**src/logic/mrsr_pkg.sv**
```systemverilog
// Package: addresses, channel layout, reset values and timing of the monitor readout registers
package mrsr_pkg;

  // Register addresses
  localparam logic [7:0] MRSR_ADDR_EXT_ONE = 8'h08;
  localparam logic [7:0] MRSR_ADDR_EXT_TWO = 8'h09;
  localparam logic [7:0] MRSR_ADDR_ANALOG_ONE = 8'h0A;
  localparam logic [7:0] MRSR_ADDR_ANALOG_TWO = 8'h0B;
  localparam logic [7:0] MRSR_ADDR_SUPPLY = 8'h0C;
  localparam logic [7:0] MRSR_ADDR_FAR_ONE = 8'h0D;
  localparam logic [7:0] MRSR_ADDR_ONCHIP = 8'h0E;
  localparam logic [7:0] MRSR_ADDR_HOT_TIMER = 8'h0F;
  localparam logic [7:0] MRSR_ADDR_EVENT_FLAGS = 8'h10;

  // Reading channels, index into the held reading array
  localparam int MRSR_NUM_CH = 5;
  localparam int MRSR_CH_ANALOG_ONE = 0;
  localparam int MRSR_CH_ANALOG_TWO = 1;
  localparam int MRSR_CH_SUPPLY = 2;
  localparam int MRSR_CH_FAR_ONE = 3;
  localparam int MRSR_CH_ONCHIP = 4;

  // Status bit positions in the first event flag register
  localparam int MRSR_FLAG_COOLER_TWO = 0;
  localparam int MRSR_FLAG_COOLER_ONE = 1;
  localparam int MRSR_FLAG_ONCHIP = 2;
  localparam int MRSR_FLAG_FAR_ONE = 3;
  localparam int MRSR_FLAG_SUPPLY = 4;
  localparam int MRSR_FLAG_ANALOG_TWO = 5;
  localparam int MRSR_FLAG_ANALOG_ONE = 6;
  localparam int MRSR_FLAG_SUMMARY = 7;
  localparam logic [6:0] MRSR_LIMIT_FLAG_MASK = 7'h7C;

  // Reset values and freeze group masks
  localparam logic [7:0] MRSR_REG_RESET = 8'h00;
  localparam logic [9:0] MRSR_READING_RESET = 10'h000;
  localparam logic [6:0] MRSR_FLAGS_RESET = 7'h00;
  localparam logic [4:0] MRSR_PEND_RESET = 5'h00;
  localparam logic [4:0] MRSR_PEND_VOLT_GROUP = 5'h0F;
  localparam logic [4:0] MRSR_PEND_TEMP_GROUP = 5'h10;

  // Timing of the hot assertion timer
  localparam int MRSR_CLK_PERIOD_NS = 25;
  localparam real MRSR_TICK_TIME_MS = 22.76;
  localparam real MRSR_LONG_TIME_MS = 45.52;
  localparam int MRSR_TICK_CYCLES = int'(MRSR_TICK_TIME_MS * 1.0e6 / MRSR_CLK_PERIOD_NS);
  localparam logic [7:0] MRSR_LONG_TICKS = 8'(int'(MRSR_LONG_TIME_MS / MRSR_TICK_TIME_MS));
  localparam logic [19:0] MRSR_SUB_RESET = 20'h0_0000;
  localparam logic [7:0] MRSR_TICKS_MAX = 8'hFF;

  // Timer state
  typedef struct packed {
    logic hot_prev;
    logic hot_assert_flag;
    logic [7:0] assert_duration_count;
    logic [19:0] sub_count;
    logic [7:0] value;
  } mrsr_timer_state_t;

  // Register bank state
  typedef struct packed {
    logic pin_sync1;
    logic pin_sync2;
    logic [MRSR_NUM_CH-1:0][9:0] held;
    logic [MRSR_NUM_CH-1:0] pend;
    logic [6:0] flags;
    logic [7:0] rd_data;
    logic rd_valid;
  } mrsr_bank_state_t;

endpackage

```
**src/logic/mrsr_bank.sv**
```systemverilog
// Monitor readout bank: reading registers with freeze, hot timer and first event flags
`timescale 1ns/1ps
// Contract
// Onchip temp two LSBs in extra bits 1:0
// Extra bits register bits 7:2 read zero
// Host reads extension register before MSB registers
// Voltage group frozen until every MSB read
// Temperature group frozen until MSBs read
// Analog one, two, supply MSBs at 0A-0C
// Far and onchip temp MSBs, reset zero
// Timer bit0 sets on overheat, clears on read
// Timer bits 7:1 zero below 45.52 ms
// Long assertion: 8-bit count, 22.76 ms steps
// Flag bit0: second cooler slow, drive on
// Flag bit1: first cooler slow, drive on
// Flag bit2: onchip temp out of limits
// Flag bit3: far temp out of limits
// Flag bits 4-6: supply, analog two, one
// Read clears limit bit only if fault gone
// Flag bit7 is OR of second status
// First extension register holds four LSB pairs
// Readings are ten bits: MSB plus pair
module mrsr_bank #(
  parameter int HOT_TICK_CYCLES = mrsr_pkg::MRSR_TICK_CYCLES
) (
  input wire logic i_clock,
  input wire logic i_reset_n,
  input wire logic i_rd_en,
  input wire logic [7:0] i_rd_addr,
  output logic [7:0] o_rd_data,
  output logic o_rd_valid,
  input wire logic i_result_valid,
  input wire logic [9:0] i_analog_input_one,
  input wire logic [9:0] i_analog_input_two,
  input wire logic [9:0] i_supply_result,
  input wire logic [9:0] i_far_sensor_one_result,
  input wire logic [9:0] i_onchip_temp_result,
  input wire logic i_overheat_pin_n,
  input wire logic i_first_cooler_slow,
  input wire logic i_second_cooler_slow,
  input wire logic i_first_cooler_output_on,
  input wire logic i_second_cooler_output_on,
  input wire logic i_onchip_temp_fault,
  input wire logic i_far_sensor_one_fault,
  input wire logic i_supply_fault,
  input wire logic i_analog_two_fault,
  input wire logic i_analog_one_fault,
  input wire logic [7:0] i_second_status
);
  import mrsr_pkg::*;

  mrsr_bank_state_t q;
  mrsr_bank_state_t d;
  logic [MRSR_NUM_CH-1:0][9:0] new_result;
  logic [6:0] events;
  logic [6:0] clear_mask;
  logic [7:0] timer_value;
  logic hot;
  logic rd_ext_one;
  logic rd_ext_two;
  logic rd_flags;
  logic rd_timer;
  logic second_status_summary;

  // Ten-bit results from the converter, one slot per channel
  assign new_result[MRSR_CH_ANALOG_ONE] = i_analog_input_one;
  assign new_result[MRSR_CH_ANALOG_TWO] = i_analog_input_two;
  assign new_result[MRSR_CH_SUPPLY] = i_supply_result;
  assign new_result[MRSR_CH_FAR_ONE] = i_far_sensor_one_result;
  assign new_result[MRSR_CH_ONCHIP] = i_onchip_temp_result;

  // Read strobes that carry side effects
  assign rd_ext_one = i_rd_en && (i_rd_addr == MRSR_ADDR_EXT_ONE);
  assign rd_ext_two = i_rd_en && (i_rd_addr == MRSR_ADDR_EXT_TWO);
  assign rd_flags = i_rd_en && (i_rd_addr == MRSR_ADDR_EVENT_FLAGS);
  assign rd_timer = i_rd_en && (i_rd_addr == MRSR_ADDR_HOT_TIMER);

  // Pin is active low and asynchronous; only the second stage is used
  assign hot = !q.pin_sync2;

  // Cooler flags gated by the drive being on; limit flags follow the comparators
  assign events[MRSR_FLAG_COOLER_TWO] = i_second_cooler_slow && i_second_cooler_output_on;
  assign events[MRSR_FLAG_COOLER_ONE] = i_first_cooler_slow && i_first_cooler_output_on;
  assign events[MRSR_FLAG_ONCHIP] = i_onchip_temp_fault;
  assign events[MRSR_FLAG_FAR_ONE] = i_far_sensor_one_fault;
  assign events[MRSR_FLAG_SUPPLY] = i_supply_fault;
  assign events[MRSR_FLAG_ANALOG_TWO] = i_analog_two_fault;
  assign events[MRSR_FLAG_ANALOG_ONE] = i_analog_one_fault;

  // Summary of the second status register, not latched here
  assign second_status_summary = |i_second_status;

  // Read clears cooler bits always, limit bits only once the fault has gone
  always_comb begin
    clear_mask = 7'h00;
    if (rd_flags) begin
      clear_mask = (~MRSR_LIMIT_FLAG_MASK) | (MRSR_LIMIT_FLAG_MASK & ~events);
    end
  end

  // Next state: sync, held readings, freeze tracking, flags and read data
  always_comb begin
    d = q;
    d.pin_sync1 = i_overheat_pin_n;
    d.pin_sync2 = q.pin_sync1;
    // Freeze starts on an extension read and is released per MSB read
    if (rd_ext_one) begin
      d.pend = q.pend | MRSR_PEND_VOLT_GROUP;
    end
    if (rd_ext_two) begin
      d.pend = q.pend | MRSR_PEND_TEMP_GROUP;
    end
    if (i_rd_en) begin
      if (i_rd_addr == MRSR_ADDR_ANALOG_ONE) begin
        d.pend[MRSR_CH_ANALOG_ONE] = 1'b0;
      end
      if (i_rd_addr == MRSR_ADDR_ANALOG_TWO) begin
        d.pend[MRSR_CH_ANALOG_TWO] = 1'b0;
      end
      if (i_rd_addr == MRSR_ADDR_SUPPLY) begin
        d.pend[MRSR_CH_SUPPLY] = 1'b0;
      end
      if (i_rd_addr == MRSR_ADDR_FAR_ONE) begin
        d.pend[MRSR_CH_FAR_ONE] = 1'b0;
      end
      if (i_rd_addr == MRSR_ADDR_ONCHIP) begin
        d.pend[MRSR_CH_ONCHIP] = 1'b0;
      end
    end
    // A group refreshes only when none of its MSBs await a read, so the
    // extension bits and MSBs the host sees always come from one conversion.
    // This relies on the host reading the extension register first.
    if (i_result_valid) begin
      for (int ch = 0; ch < MRSR_NUM_CH; ch++) begin
        if (ch == MRSR_CH_ONCHIP) begin
          if (!q.pend[MRSR_CH_ONCHIP] && !rd_ext_two) begin
            d.held[ch] = new_result[ch];
          end
        end else if (((q.pend & MRSR_PEND_VOLT_GROUP) == MRSR_PEND_RESET) && !rd_ext_one) begin
          d.held[ch] = new_result[ch];
        end
      end
    end
    // Set wins over the read clear
    d.flags = (q.flags & ~clear_mask) | events;
    d.rd_valid = i_rd_en;
    d.rd_data = MRSR_REG_RESET;
    if (i_rd_en) begin
      case (i_rd_addr)
        MRSR_ADDR_EXT_ONE: begin
          d.rd_data = {q.held[MRSR_CH_ANALOG_ONE][1:0], q.held[MRSR_CH_ANALOG_TWO][1:0],
                       q.held[MRSR_CH_SUPPLY][1:0], q.held[MRSR_CH_FAR_ONE][1:0]};
        end
        MRSR_ADDR_EXT_TWO: begin
          d.rd_data = {6'h00, q.held[MRSR_CH_ONCHIP][1:0]};
        end
        MRSR_ADDR_ANALOG_ONE: begin
          d.rd_data = q.held[MRSR_CH_ANALOG_ONE][9:2];
        end
        MRSR_ADDR_ANALOG_TWO: begin
          d.rd_data = q.held[MRSR_CH_ANALOG_TWO][9:2];
        end
        MRSR_ADDR_SUPPLY: begin
          d.rd_data = q.held[MRSR_CH_SUPPLY][9:2];
        end
        MRSR_ADDR_FAR_ONE: begin
          d.rd_data = q.held[MRSR_CH_FAR_ONE][9:2];
        end
        MRSR_ADDR_ONCHIP: begin
          d.rd_data = q.held[MRSR_CH_ONCHIP][9:2];
        end
        MRSR_ADDR_HOT_TIMER: begin
          d.rd_data = timer_value;
        end
        MRSR_ADDR_EVENT_FLAGS: begin
          d.rd_data = {second_status_summary, q.flags};
        end
        default: begin
          d.rd_data = MRSR_REG_RESET;
        end
      endcase
    end
  end

  // State register; readings reset to zero
  always_ff @(posedge i_clock) begin
    if (!i_reset_n) begin
      q <= '0;
      q.pin_sync1 <= 1'b1;
      q.pin_sync2 <= 1'b1;
    end else begin
      q <= d;
    end
  end

  // Hot assertion timer; a read of its register clears the flag, and clears the count only once hot has gone
  mrsr_hot_timer #(
    .TICK_CYCLES(HOT_TICK_CYCLES)
  ) u_timer (
    .i_clock(i_clock),
    .i_reset_n(i_reset_n),
    .i_hot(hot),
    .i_read(rd_timer),
    .o_value(timer_value)
  );

  assign o_rd_data = q.rd_data;
  assign o_rd_valid = q.rd_valid;

  AST_EXT_TWO_LOW: assert property (@(posedge i_clock) disable iff (!i_reset_n)
    rd_ext_two |=> (o_rd_data[1:0] == $past(q.held[MRSR_CH_ONCHIP][1:0])))
    else $error("onchip low bits wrong in second extension read");
  AST_EXT_TWO_UPPER: assert property (@(posedge i_clock) disable iff (!i_reset_n)
    rd_ext_two |=> (o_rd_data[7:2] == 6'h00))
    else $error("unused extension bits not zero");
  AST_VOLT_FROZEN: assert property (@(posedge i_clock) disable iff (!i_reset_n)
    (q.pend[MRSR_CH_SUPPLY] || rd_ext_one) |=> $stable(q.held[MRSR_CH_SUPPLY]))
    else $error("supply reading changed while frozen");
  AST_TEMP_FROZEN: assert property (@(posedge i_clock) disable iff (!i_reset_n)
    (q.pend[MRSR_CH_ONCHIP] || rd_ext_two) |=> $stable(q.held[MRSR_CH_ONCHIP]))
    else $error("onchip reading changed while frozen");
  AST_SUPPLY_MSB: assert property (@(posedge i_clock) disable iff (!i_reset_n)
    (i_rd_en && i_rd_addr == MRSR_ADDR_SUPPLY) |=> (o_rd_data == $past(q.held[MRSR_CH_SUPPLY][9:2])))
    else $error("supply MSB read wrong");
  AST_ONCHIP_MSB: assert property (@(posedge i_clock) disable iff (!i_reset_n)
    (i_rd_en && i_rd_addr == MRSR_ADDR_ONCHIP) |=> (o_rd_data == $past(q.held[MRSR_CH_ONCHIP][9:2])))
    else $error("onchip MSB read wrong");
  AST_COOLER_GATED: assert property (@(posedge i_clock) disable iff (!i_reset_n)
    (!q.flags[MRSR_FLAG_COOLER_TWO] && !i_second_cooler_output_on) |=> !q.flags[MRSR_FLAG_COOLER_TWO])
    else $error("cooler flag set with drive off");
  AST_LIMIT_STICKY: assert property (@(posedge i_clock) disable iff (!i_reset_n)
    (rd_flags && i_onchip_temp_fault) |=> q.flags[MRSR_FLAG_ONCHIP])
    else $error("limit flag cleared while fault present");
  AST_LIMIT_CLEARS: assert property (@(posedge i_clock) disable iff (!i_reset_n)
    (rd_flags && !i_far_sensor_one_fault) |=> !q.flags[MRSR_FLAG_FAR_ONE])
    else $error("limit flag kept after read with fault gone");
  AST_SUMMARY: assert property (@(posedge i_clock) disable iff (!i_reset_n)
    rd_flags |=> (o_rd_data[MRSR_FLAG_SUMMARY] == $past(|i_second_status)))
    else $error("summary bit does not match second status");
  AST_EXT_ONE_PAIRS: assert property (@(posedge i_clock) disable iff (!i_reset_n)
    rd_ext_one |=> (o_rd_data[1:0] == $past(q.held[MRSR_CH_FAR_ONE][1:0])) &&
      (o_rd_data[7:6] == $past(q.held[MRSR_CH_ANALOG_ONE][1:0])))
    else $error("first extension pairs misplaced");

  // Other MSB addresses, freeze of further channels, flag setting and read data
  AST_EXT_ONE_MID: assert property (@(posedge i_clock) disable iff (!i_reset_n)
    rd_ext_one |=> (o_rd_data[5:4] == $past(q.held[MRSR_CH_ANALOG_TWO][1:0])) &&
      (o_rd_data[3:2] == $past(q.held[MRSR_CH_SUPPLY][1:0])))
    else $error("first extension middle pairs misplaced");
  AST_ANALOG_ONE_MSB: assert property (@(posedge i_clock) disable iff (!i_reset_n)
    (i_rd_en && i_rd_addr == MRSR_ADDR_ANALOG_ONE) |=> (o_rd_data == $past(q.held[MRSR_CH_ANALOG_ONE][9:2])))
    else $error("analog one MSB read wrong");
  AST_ANALOG_TWO_MSB: assert property (@(posedge i_clock) disable iff (!i_reset_n)
    (i_rd_en && i_rd_addr == MRSR_ADDR_ANALOG_TWO) |=> (o_rd_data == $past(q.held[MRSR_CH_ANALOG_TWO][9:2])))
    else $error("analog two MSB read wrong");
  AST_FAR_MSB: assert property (@(posedge i_clock) disable iff (!i_reset_n)
    (i_rd_en && i_rd_addr == MRSR_ADDR_FAR_ONE) |=> (o_rd_data == $past(q.held[MRSR_CH_FAR_ONE][9:2])))
    else $error("far sensor MSB read wrong");
  AST_FAR_FROZEN: assert property (@(posedge i_clock) disable iff (!i_reset_n)
    (q.pend[MRSR_CH_FAR_ONE] || rd_ext_one) |=> $stable(q.held[MRSR_CH_FAR_ONE]))
    else $error("far sensor reading changed while frozen");
  AST_ANALOG_FROZEN: assert property (@(posedge i_clock) disable iff (!i_reset_n)
    (q.pend[MRSR_CH_ANALOG_ONE] || rd_ext_one) |=> $stable(q.held[MRSR_CH_ANALOG_ONE]))
    else $error("analog one reading changed while frozen");
  AST_COOLER_ONE_GATED: assert property (@(posedge i_clock) disable iff (!i_reset_n)
    (!q.flags[MRSR_FLAG_COOLER_ONE] && !i_first_cooler_output_on) |=> !q.flags[MRSR_FLAG_COOLER_ONE])
    else $error("first cooler flag set with drive off");
  AST_COOLER_TWO_SET: assert property (@(posedge i_clock) disable iff (!i_reset_n)
    (i_second_cooler_slow && i_second_cooler_output_on) |=> q.flags[MRSR_FLAG_COOLER_TWO])
    else $error("second cooler flag not set");
  AST_COOLER_ONE_SET: assert property (@(posedge i_clock) disable iff (!i_reset_n)
    (i_first_cooler_slow && i_first_cooler_output_on) |=> q.flags[MRSR_FLAG_COOLER_ONE])
    else $error("first cooler flag not set");
  AST_COOLER_CLEARS: assert property (@(posedge i_clock) disable iff (!i_reset_n)
    (rd_flags && !(i_second_cooler_slow && i_second_cooler_output_on)) |=> !q.flags[MRSR_FLAG_COOLER_TWO])
    else $error("second cooler flag kept after read");
  AST_ONCHIP_SET: assert property (@(posedge i_clock) disable iff (!i_reset_n)
    i_onchip_temp_fault |=> q.flags[MRSR_FLAG_ONCHIP])
    else $error("onchip limit flag not set");
  AST_FAR_SET: assert property (@(posedge i_clock) disable iff (!i_reset_n)
    i_far_sensor_one_fault |=> q.flags[MRSR_FLAG_FAR_ONE])
    else $error("far sensor limit flag not set");
  AST_SUPPLY_SET: assert property (@(posedge i_clock) disable iff (!i_reset_n)
    i_supply_fault |=> q.flags[MRSR_FLAG_SUPPLY])
    else $error("supply limit flag not set");
  AST_ANALOG_TWO_SET: assert property (@(posedge i_clock) disable iff (!i_reset_n)
    i_analog_two_fault |=> q.flags[MRSR_FLAG_ANALOG_TWO])
    else $error("analog two limit flag not set");
  AST_ANALOG_ONE_SET: assert property (@(posedge i_clock) disable iff (!i_reset_n)
    i_analog_one_fault |=> q.flags[MRSR_FLAG_ANALOG_ONE])
    else $error("analog one limit flag not set");
  AST_FLAGS_DATA: assert property (@(posedge i_clock) disable iff (!i_reset_n)
    rd_flags |=> (o_rd_data[6:0] == $past(q.flags)))
    else $error("event flags read does not show flags before clear");
  AST_TIMER_DATA: assert property (@(posedge i_clock) disable iff (!i_reset_n)
    rd_timer |=> (o_rd_data == $past(timer_value)))
    else $error("timer read does not show timer value");
  AST_RESULT_TAKEN: assert property (@(posedge i_clock) disable iff (!i_reset_n)
    (i_result_valid && (q.pend == MRSR_PEND_RESET) && !rd_ext_one) |=> (q.held[MRSR_CH_SUPPLY] == $past(i_supply_result)))
    else $error("free supply result not taken");
  AST_ONCHIP_TAKEN: assert property (@(posedge i_clock) disable iff (!i_reset_n)
    (i_result_valid && !q.pend[MRSR_CH_ONCHIP] && !rd_ext_two) |=> (q.held[MRSR_CH_ONCHIP] == $past(i_onchip_temp_result)))
    else $error("free onchip result not taken");
  COV_FREEZE_RELEASE: cover property (@(posedge i_clock) disable iff (!i_reset_n)
    rd_ext_one ##[1:20] (q.pend == MRSR_PEND_RESET));
  COV_STICKY_READ: cover property (@(posedge i_clock) disable iff (!i_reset_n)
    rd_flags && i_supply_fault);
  COV_TIMER_READ: cover property (@(posedge i_clock) disable iff (!i_reset_n)
    rd_timer && (timer_value != 8'h00));
endmodule

```
**src/logic/mrsr_hot_timer.sv**
```systemverilog
// Hot assertion timer: assertion flag and duration count in 22.76 ms steps
`timescale 1ns/1ps
module mrsr_hot_timer #(
  parameter int TICK_CYCLES = mrsr_pkg::MRSR_TICK_CYCLES
) (
  input wire logic i_clock,
  input wire logic i_reset_n,
  input wire logic i_hot,
  input wire logic i_read,
  output logic [7:0] o_value
);
  import mrsr_pkg::*;

  localparam logic [19:0] TICK_LAST = 20'(TICK_CYCLES - 1);

  mrsr_timer_state_t q;
  mrsr_timer_state_t d;
  logic hot_rise;

  assign hot_rise = i_hot && !q.hot_prev;

  // Next state of flag, duration and presented value
  always_comb begin
    d = q;
    d.hot_prev = i_hot;
    if (i_read) begin
      d.hot_assert_flag = 1'b0;
      if (!i_hot) begin
        // Count kept while still asserting, otherwise a new read starts clean
        d.assert_duration_count = 8'h00;
        d.sub_count = MRSR_SUB_RESET;
      end
    end
    if (hot_rise) begin
      // Set placed after the read clear so a new assertion is never lost
      d.hot_assert_flag = 1'b1;
      d.assert_duration_count = 8'h00;
      d.sub_count = MRSR_SUB_RESET;
    end else if (i_hot) begin
      if (q.sub_count == TICK_LAST) begin
        d.sub_count = MRSR_SUB_RESET;
        if (q.assert_duration_count != MRSR_TICKS_MAX) begin
          d.assert_duration_count = q.assert_duration_count + 8'h01;
        end
      end else begin
        d.sub_count = q.sub_count + 20'h0_0001;
      end
    end
    // Short assertions show only the flag; long ones show the count
    if (d.assert_duration_count >= MRSR_LONG_TICKS) begin
      d.value = d.assert_duration_count;
    end else begin
      d.value = {7'h00, d.hot_assert_flag};
    end
  end

  // State register
  always_ff @(posedge i_clock) begin
    if (!i_reset_n) begin
      q <= '0;
    end else begin
      q <= d;
    end
  end

  assign o_value = q.value;

  AST_HOT_FLAG_SET: assert property (@(posedge i_clock) disable iff (!i_reset_n)
    hot_rise |=> (o_value == 8'h01))
    else $error("hot flag not shown after assertion");
  AST_SHORT_UPPER_ZERO: assert property (@(posedge i_clock) disable iff (!i_reset_n)
    (q.assert_duration_count < MRSR_LONG_TICKS) |-> (o_value[7:1] == 7'h00))
    else $error("timer upper bits nonzero before long assertion");
  AST_LONG_COUNT: assert property (@(posedge i_clock) disable iff (!i_reset_n)
    (q.assert_duration_count >= MRSR_LONG_TICKS) |-> (o_value == q.assert_duration_count))
    else $error("timer value does not follow duration count");
  COV_HOT_RISE: cover property (@(posedge i_clock) disable iff (!i_reset_n) hot_rise);
endmodule

```
**config.mk**
```make
export PLATFORM = sky130hd
export DESIGN_NAME = mrsr_bank
export DESIGN_NICKNAME = d
export VERILOG_FILES = /design/src/logic/mrsr_pkg.sv /design/src/logic/mrsr_bank.sv /design/src/logic/mrsr_hot_timer.sv
export SDC_FILE = /design/constraint.sdc
export NUM_CORES = 1
export LEC_CHECK = 0
export BUFFER_PORTS_ARGS = -buffer_cell sky130_fd_sc_hd__buf_2
export CELL_PAD_IN_SITES_DETAIL_PLACEMENT = 1
export CELL_PAD_IN_SITES_GLOBAL_PLACEMENT = 1
export CORE_MARGIN = 3
export CORE_UTILIZATION = 42
export CTS_CLUSTER_DIAMETER = 50
export CTS_CLUSTER_SIZE = 25
export DETAILED_ROUTE_END_ITERATION = 12
export PLACE_DENSITY = 0.83
export SLEW_MARGIN = 20
export SYNTH_ARGS = -nofsm -noshare
export SYNTH_HDL_FRONTEND = slang
export SYNTH_SLANG_ARGS = --single-unit
```
**constraint.sdc**
```tcl
create_clock -name i_clock -period 2.85 [get_ports i_clock]
set_clock_uncertainty 0.1 [all_clocks]
set_input_delay 0.57 -clock i_clock [delete_from_list [all_inputs] [get_ports i_clock]]
set_output_delay 0.57 -clock i_clock [all_outputs]
set_load 0.02 [all_outputs]
```
# Word level (Yosys, flattened, before mapping)
# Index checks and enable logic that the tools add are counted.
# totals
regBits,111
latch_bits,0
ramBits,0
romBits,0
inputBits,80
memories,0
# op_classes
addsub,2
mul,0
div,0
order_cmp,1
n_eq_ne,12
shift,0
mux,19
bitwise,5
reduce_logical,21
# op_table
op,n
$mux 28,3
$pmux 8 s9,1
$eq 8x4->1 const B,8
$mux 29,1
$add 20x1->20 const B,1
$eq 20x20->1 const B,1
$mux 20,1
$mux 8,2
$not 7->7,2
$mux 5,2
$logic_and 1x1->1,9
$add 8x1->8 const B,1
$eq 8x5->1 const B,1
$ge 8x2->1 const B,1
$ne 8x8->1 const B,1
$reduce_and 2->1,4
$reduce_or 8->1,1
$and 7x7->7,1
$mux 1,7
$mux 7,1
$or 7x7->7,1
$logic_not 1->1,5
$logic_not 5->1,1
$mux 4,1
3 further kinds,3

# Longest topological paths before layout
# depth
depth_word,9
mapped_depth,10
ltp_nobuf,8

# Cells and area by module
# From an unflattened synthesis, not the netlist that was laid out.
# hier_totals
cells_unflattened,652
area_unflattened_um2,5539.1
# by_module_without_submodules
mod,n_inst,cells_each,area_per_inst_um2,seq_area_each_um2
mrsr_bank,1,412,3584.7,1461.4
mrsr_hot_timer,1,240,1954.4,760.7

# Least setup slack after synthesis
# OpenSTA, ideal clock, no wires.
# synth_timing
path_kind,input to register
from,in i_rd_addr[5]
to,reg u_timer.q (netlist bit u_timer.o_value[0])
setup_time_ns,0.123
t_arrival_ns,2.305
t_required_ns,2.627
path_slack_ns,0.322
stages,7
n_path_buf,0
path_cell_list,or4b_1 > or3_1 > o21a_1 > mux2i_1 > and4_1 > o22ai_2 > mux2_1
# synth_via
elab_chain_len,9
elab_cells_between_ends,10
cone_classes,1 x order compare; 1 x eq/ne; 7 x mux; 1 x reduce/logical
# synth_rtl
item,line,text
start: declaration,mrsr_bank.sv:29,"input wire logic [7:0] i_rd_addr,"
$eq 8x4->1 (*),mrsr_bank.sv:76,assign rd_timer = i_rd_en && (i_rd_addr == MRSR_ADDR_HOT_TIMER);
$logic_and 1x1->1 (*),mrsr_bank.sv:76,
$mux 29 (*),mrsr_hot_timer.sv:26,if (i_read) begin
$mux 8,mrsr_hot_timer.sv:42,if (q.assert_duration_count != MRSR_TICKS_MAX) begin
$mux 8,mrsr_hot_timer.sv:40,if (q.sub_count == TICK_LAST) begin
$mux 28,mrsr_hot_timer.sv:39,end else if (i_hot) begin
$mux 28,mrsr_hot_timer.sv:34,if (hot_rise) begin
$ge 8x2->1,mrsr_hot_timer.sv:50,if (d.assert_duration_count >= MRSR_LONG_TICKS) begin
$mux 1 (*),mrsr_hot_timer.sv:50,
end signal: assignment,mrsr_hot_timer.sv:60,q <= '0;
end signal: assignment,mrsr_hot_timer.sv:62,q <= d;
end: declaration,mrsr_hot_timer.sv:16,mrsr_timer_state_t q;
# Every way passes the cells marked *; elsewhere a longest branch is shown, timed or not. The select of a mux whose other input is x is not followed.
# A chain may end at the register's enable or synchronous reset.

# Worst setup path in the final report
# layout_timing
from,reg u_timer.q[9] (netlist name)
to,reg u_timer.q (netlist bit u_timer.o_value[0])
# layout_via
elab_chain_len,6
# layout_rtl
item,line
$eq 20x20->1 (*),mrsr_hot_timer.sv:40
$mux 8 (*),mrsr_hot_timer.sv:40
$mux 28 (*),mrsr_hot_timer.sv:39
$mux 28 (*),mrsr_hot_timer.sv:34
$ge 8x2->1,mrsr_hot_timer.sv:50
$mux 1 (*),mrsr_hot_timer.sv:50
# Every way passes the cells marked *; elsewhere a longest branch is shown, timed or not.

==> results.txt <==
----------------------------------------------------
[Layout]
  Layout-stage area growth over the synthesis result ... 17.8%
  Area of all placed cells without fillers ... 6070 sq um
  Total number of nets in the final design ... 775
  Diode insertion count for antenna repair ... 0
  Layout cell share with drive strength beyond 1 ... 0.205
  Most frequent standard cell in the layout excluding fill and tap cells ... sky130_fd_sc_hd__nand2_1
  Most frequent cells in the layout ... sky130_fd_sc_hd__nand2_1, sky130_fd_sc_hd__dfxtp_1, sky130_fd_sc_hd__buf_2, sky130_fd_sc_hd__nor2_1, sky130_fd_sc_hd__a21boi_0
  Count of filler cells inserted in the layout ... 1444

[Setup path]
  WS Path Type ... reg2reg
  Kind of end point of the critical path ... flop
  Max FO, Critical Path ... 5
  FF-to-FF setup slack ... 0.09 ns
  Crit path capture ... u_timer.o_value[0]
  Capture point of the worst reg-to-reg path ... u_timer.o_value[0]
  Worst Path Required ... 2.99 ns
  Critical path launch point type ... flop
  Worst-case reg-to-reg path depth ... 8
  Start point of the critical path ... u_timer.q[9]
  Critical path data arrival time ... 2.90 ns
  Source of the worst register-to-register timing path ... u_timer.q[9]

[Detailed routing]
  Via count ... 4898
  Vias per cell ... 5.82
  Residual DRC count ... 0
  Detailed Route WL ... 16.4 mm
  Number of search-and-repair iterations in the first detailed-routing pass ... 5
  Detailed router's first-iteration violation count ... 357
  Wirelength per Cell ... 19.5 um
  Antenna-violating nets left ... 0

[Timing]
  Worst slew margin relative to its limit ... 0.375
  Achievable clock frequency ... 362 MHz
  Number of hold-slack violations in the final timing report ... 0
  Total Negative Setup Slacks ... 0 ns
  Minimum clock period after layout ... 2.76 ns
  Unrepaired setup endpoints after global routing ... false
  Endpoints failing setup ... 0
  Worst Max-Slew Pin Slew ... 0.931 ns
  Tcrit/Tclk final ... 0.968
  Number of pins with negative max-slew slack in the final report ... 0

[Yosys]
  Count of unique library cells instantiated by Yosys ... 54
  Portion of the post-synthesis area used by sequential elements ... 0.431
  Simple-gate portion of the synthesized area ... 0.279
  Number of enable flip-flop cells after synthesis ... 0
  Mux share of post-synthesis cell area ... 0.0422
  Netlist area before placement ... 5150 sq um
  XOR/XNOR Fraction of Synth Area ... 0.00680
  Synthesis Warnings ... 0
  FF+latch count, synth ... 111
  Combinational family with the most area after synthesis ... simple AND/OR/NAND/NOR gates
  Post-synthesis compound-gate area fraction ... 0.195
  Number of standard cells after synthesis ... 620
  Most common flop cell mapped by yosys ... sky130_fd_sc_hd__dfxtp_1
  Mapped Nets ... 702
  Adder-cell share of the synthesized area ... 0.00486
  Average footprint of a synthesized cell ... 8.31 sq um
  Async S/R FF share, synth ... 0

[CTS]
  Count of buffers added by post-CTS timing repair for setup ... 0
  Number of sinks on the clock net ... 111
  Clock root cell ... sky130_fd_sc_hd__clkbuf_16
  Worst-case clock buffer depth ... 2
  Number of buffers created by CTS ... 9
  Clock-pin slew on the worst setup and hold paths ... 0.07 ns
  Level count of the clock H-tree ... 3
  Number of hold-repair buffers added at the cts stage ... 0
  Clock latency on the worst-skew pair ... 0.36 ns
  CTS tree ... done

[Global route]
  Initial antenna violation count ... 0
  Largest net degree at the start of global routing ... 66
  GRT Total Usage ... 0.244
  Global-route wire length before repair ... 25.8 mm
  Overall overflow remaining after global route ... 0
  Via count of the first global-routing pass ... 4996

[Power]
  Share of total power in the clock network ... 0.429
  Part of the total power dissipated in sequential elements ... 0.489
  Switching part of the total power ... 0.244
  Worst IR drop on VDD ... 0.000293 V
  P_sw ... 818 uW
  Int Pwr ... 2530 uW
  Total leakage power ... 0.00237 uW
  Comb pwr share ... 0.082
  Power density cells ... 551 nW/um^2

[Place]
  Global placer's final weighted congestion ... 0.828
  Estimated wirelength of the detail-placed design ... 11.6 mm
  Placed inst area ... 5730 sq um
  Number of buffers added on ports ... 88

[Floorplan]
  Die width ... 117 um
  Core outline area ... 11700 sq um
  Die height ... 117 um
  Number of ports placed on the die boundary ... 89
  Number of cell rows ... 39
  Effective utilization at floorplan ... 0.440
  DIE AREA ... 13600 sq um

[Run status]
  Result of the run ... complete, no violations

[Run]
  Number of max-capacitance violations reported ... 0

[Worst hold path]
  Hold crit path type ... in2reg

----------------------------------------------------
## per-stage QoR
step                      instances   util  setup slack, ns  total power [uW]  hold WS, ns
final                           841  0.519           0.0910              3350        0.294
after global routing            841  0.519           0.0151              3470        0.301
after CTS                       841  0.518           0.0885              3370        0.287
after detailed placement        825  0.489            0.102              1940        0.304
after global placement          825  0.489            0.166              1930        0.301
after floorplan                 620      -            0.322              1810        0.286
## worst min path at each step
| stage | startpoint | cells past startpoint | end | slack, ns |
|---|---|---|---|---|
| floorplan | d[71] | 1 | q[71] | 0.29 |
| global placement | d[71] | 1 | q[71] | 0.30 |
| detailed placement | d[71] | 1 | q[71] | 0.30 |
| CTS | i_overheat_pin_n | 2 | d[71] | 0.29 |
| global route | i_overheat_pin_n | 2 | d[71] | 0.30 |
| finish | i_overheat_pin_n | 2 | d[71] | 0.29 |
## layer usage
layer  track usage  vias up  part of all wire
met3        0.0360       30             0.053
li1              -     2343                 -
met1         0.327     2372              0.45
met4        0.0925        0             0.021
met5             0        -                 0
met2         0.399      153              0.47
## cell usage after synthesis, types with 7 or more instances
library cell	n	share of area
sky130_fd_sc_hd__a21boi_0	35	0.051
sky130_fd_sc_hd__a21oi_1	34	0.033
sky130_fd_sc_hd__a221oi_1	7	0.012
sky130_fd_sc_hd__a22oi_1	9	0.013
sky130_fd_sc_hd__a31oi_1	9	0.011
sky130_fd_sc_hd__and3_1	7	0.0085
sky130_fd_sc_hd__buf_4	8	0.012
sky130_fd_sc_hd__clkbuf_1	28	0.020
sky130_fd_sc_hd__dfxtp_1	111	0.43
sky130_fd_sc_hd__mux2i_1	15	0.029
sky130_fd_sc_hd__nand2_1	120	0.087
sky130_fd_sc_hd__nand2b_1	9	0.011
sky130_fd_sc_hd__nand3_1	20	0.019
sky130_fd_sc_hd__nor2_1	46	0.034
sky130_fd_sc_hd__nor2b_1	23	0.028
sky130_fd_sc_hd__nor3_1	11	0.011
sky130_fd_sc_hd__nor4_1	7	0.0085
sky130_fd_sc_hd__o21ai_0	21	0.020
sky130_fd_sc_hd__or3_1	8	0.0097
## repair_timing
item,4_1_cts,5_1_grt
endpoints found under the hold margin,0,0
setup endpoints to repair,0,1
resized for setup,0,3
## power by group through the flow
stage	sequential (uW)	clock, uW	combinational (uW)
after global placement	1670	0	259
after floorplan	1660	0	156
after CTS	1640	1460	274
final	1640	1440	273
after detailed placement	1670	0	269
after global routing	1640	1530	305
## registers in the layout, indices dropped and copies added (netlist names)
signal           count
d                    1
o_rd_data            8
u_timer.o_value      8
u_timer.q           30
q                   63
o_rd_valid           1
## worst max-delay path: stages, from the launching register on
cell and delay, ns:
sky130_fd_sc_hd__dfxtp_1 0.39, sky130_fd_sc_hd__ha_2 0.25, sky130_fd_sc_hd__and3_1 0.23, sky130_fd_sc_hd__nand2b_1 0.13, sky130_fd_sc_hd__or4_1 0.54, sky130_fd_sc_hd__a311o_1 0.33
sky130_fd_sc_hd__and4_1 0.24, sky130_fd_sc_hd__o22ai_2 0.12, sky130_fd_sc_hd__mux2_1 0.33
## kinds of logic after synthesis
family,count (synthesis)
AOI/OAI and AO/OA,148
xor gates and xnor gates,4
adders and majority gates,2
buffers and inverters,46
DFF,111
muxes,21
and+or+nand+nor,288
## final cells by class
cell class                      count  area (sq um)  area share
Tap cell                          143           179      0.0295
Clock buffer                       10           239      0.0393
Timing Repair Buffer              108           603      0.0993
Sequential cell                   111          2220       0.366
Clock inverter                      6          97.6      0.0161
Multi-Input combinational cell    463          2730       0.450
No activity file was read; power rests on OpenSTA's default activity.
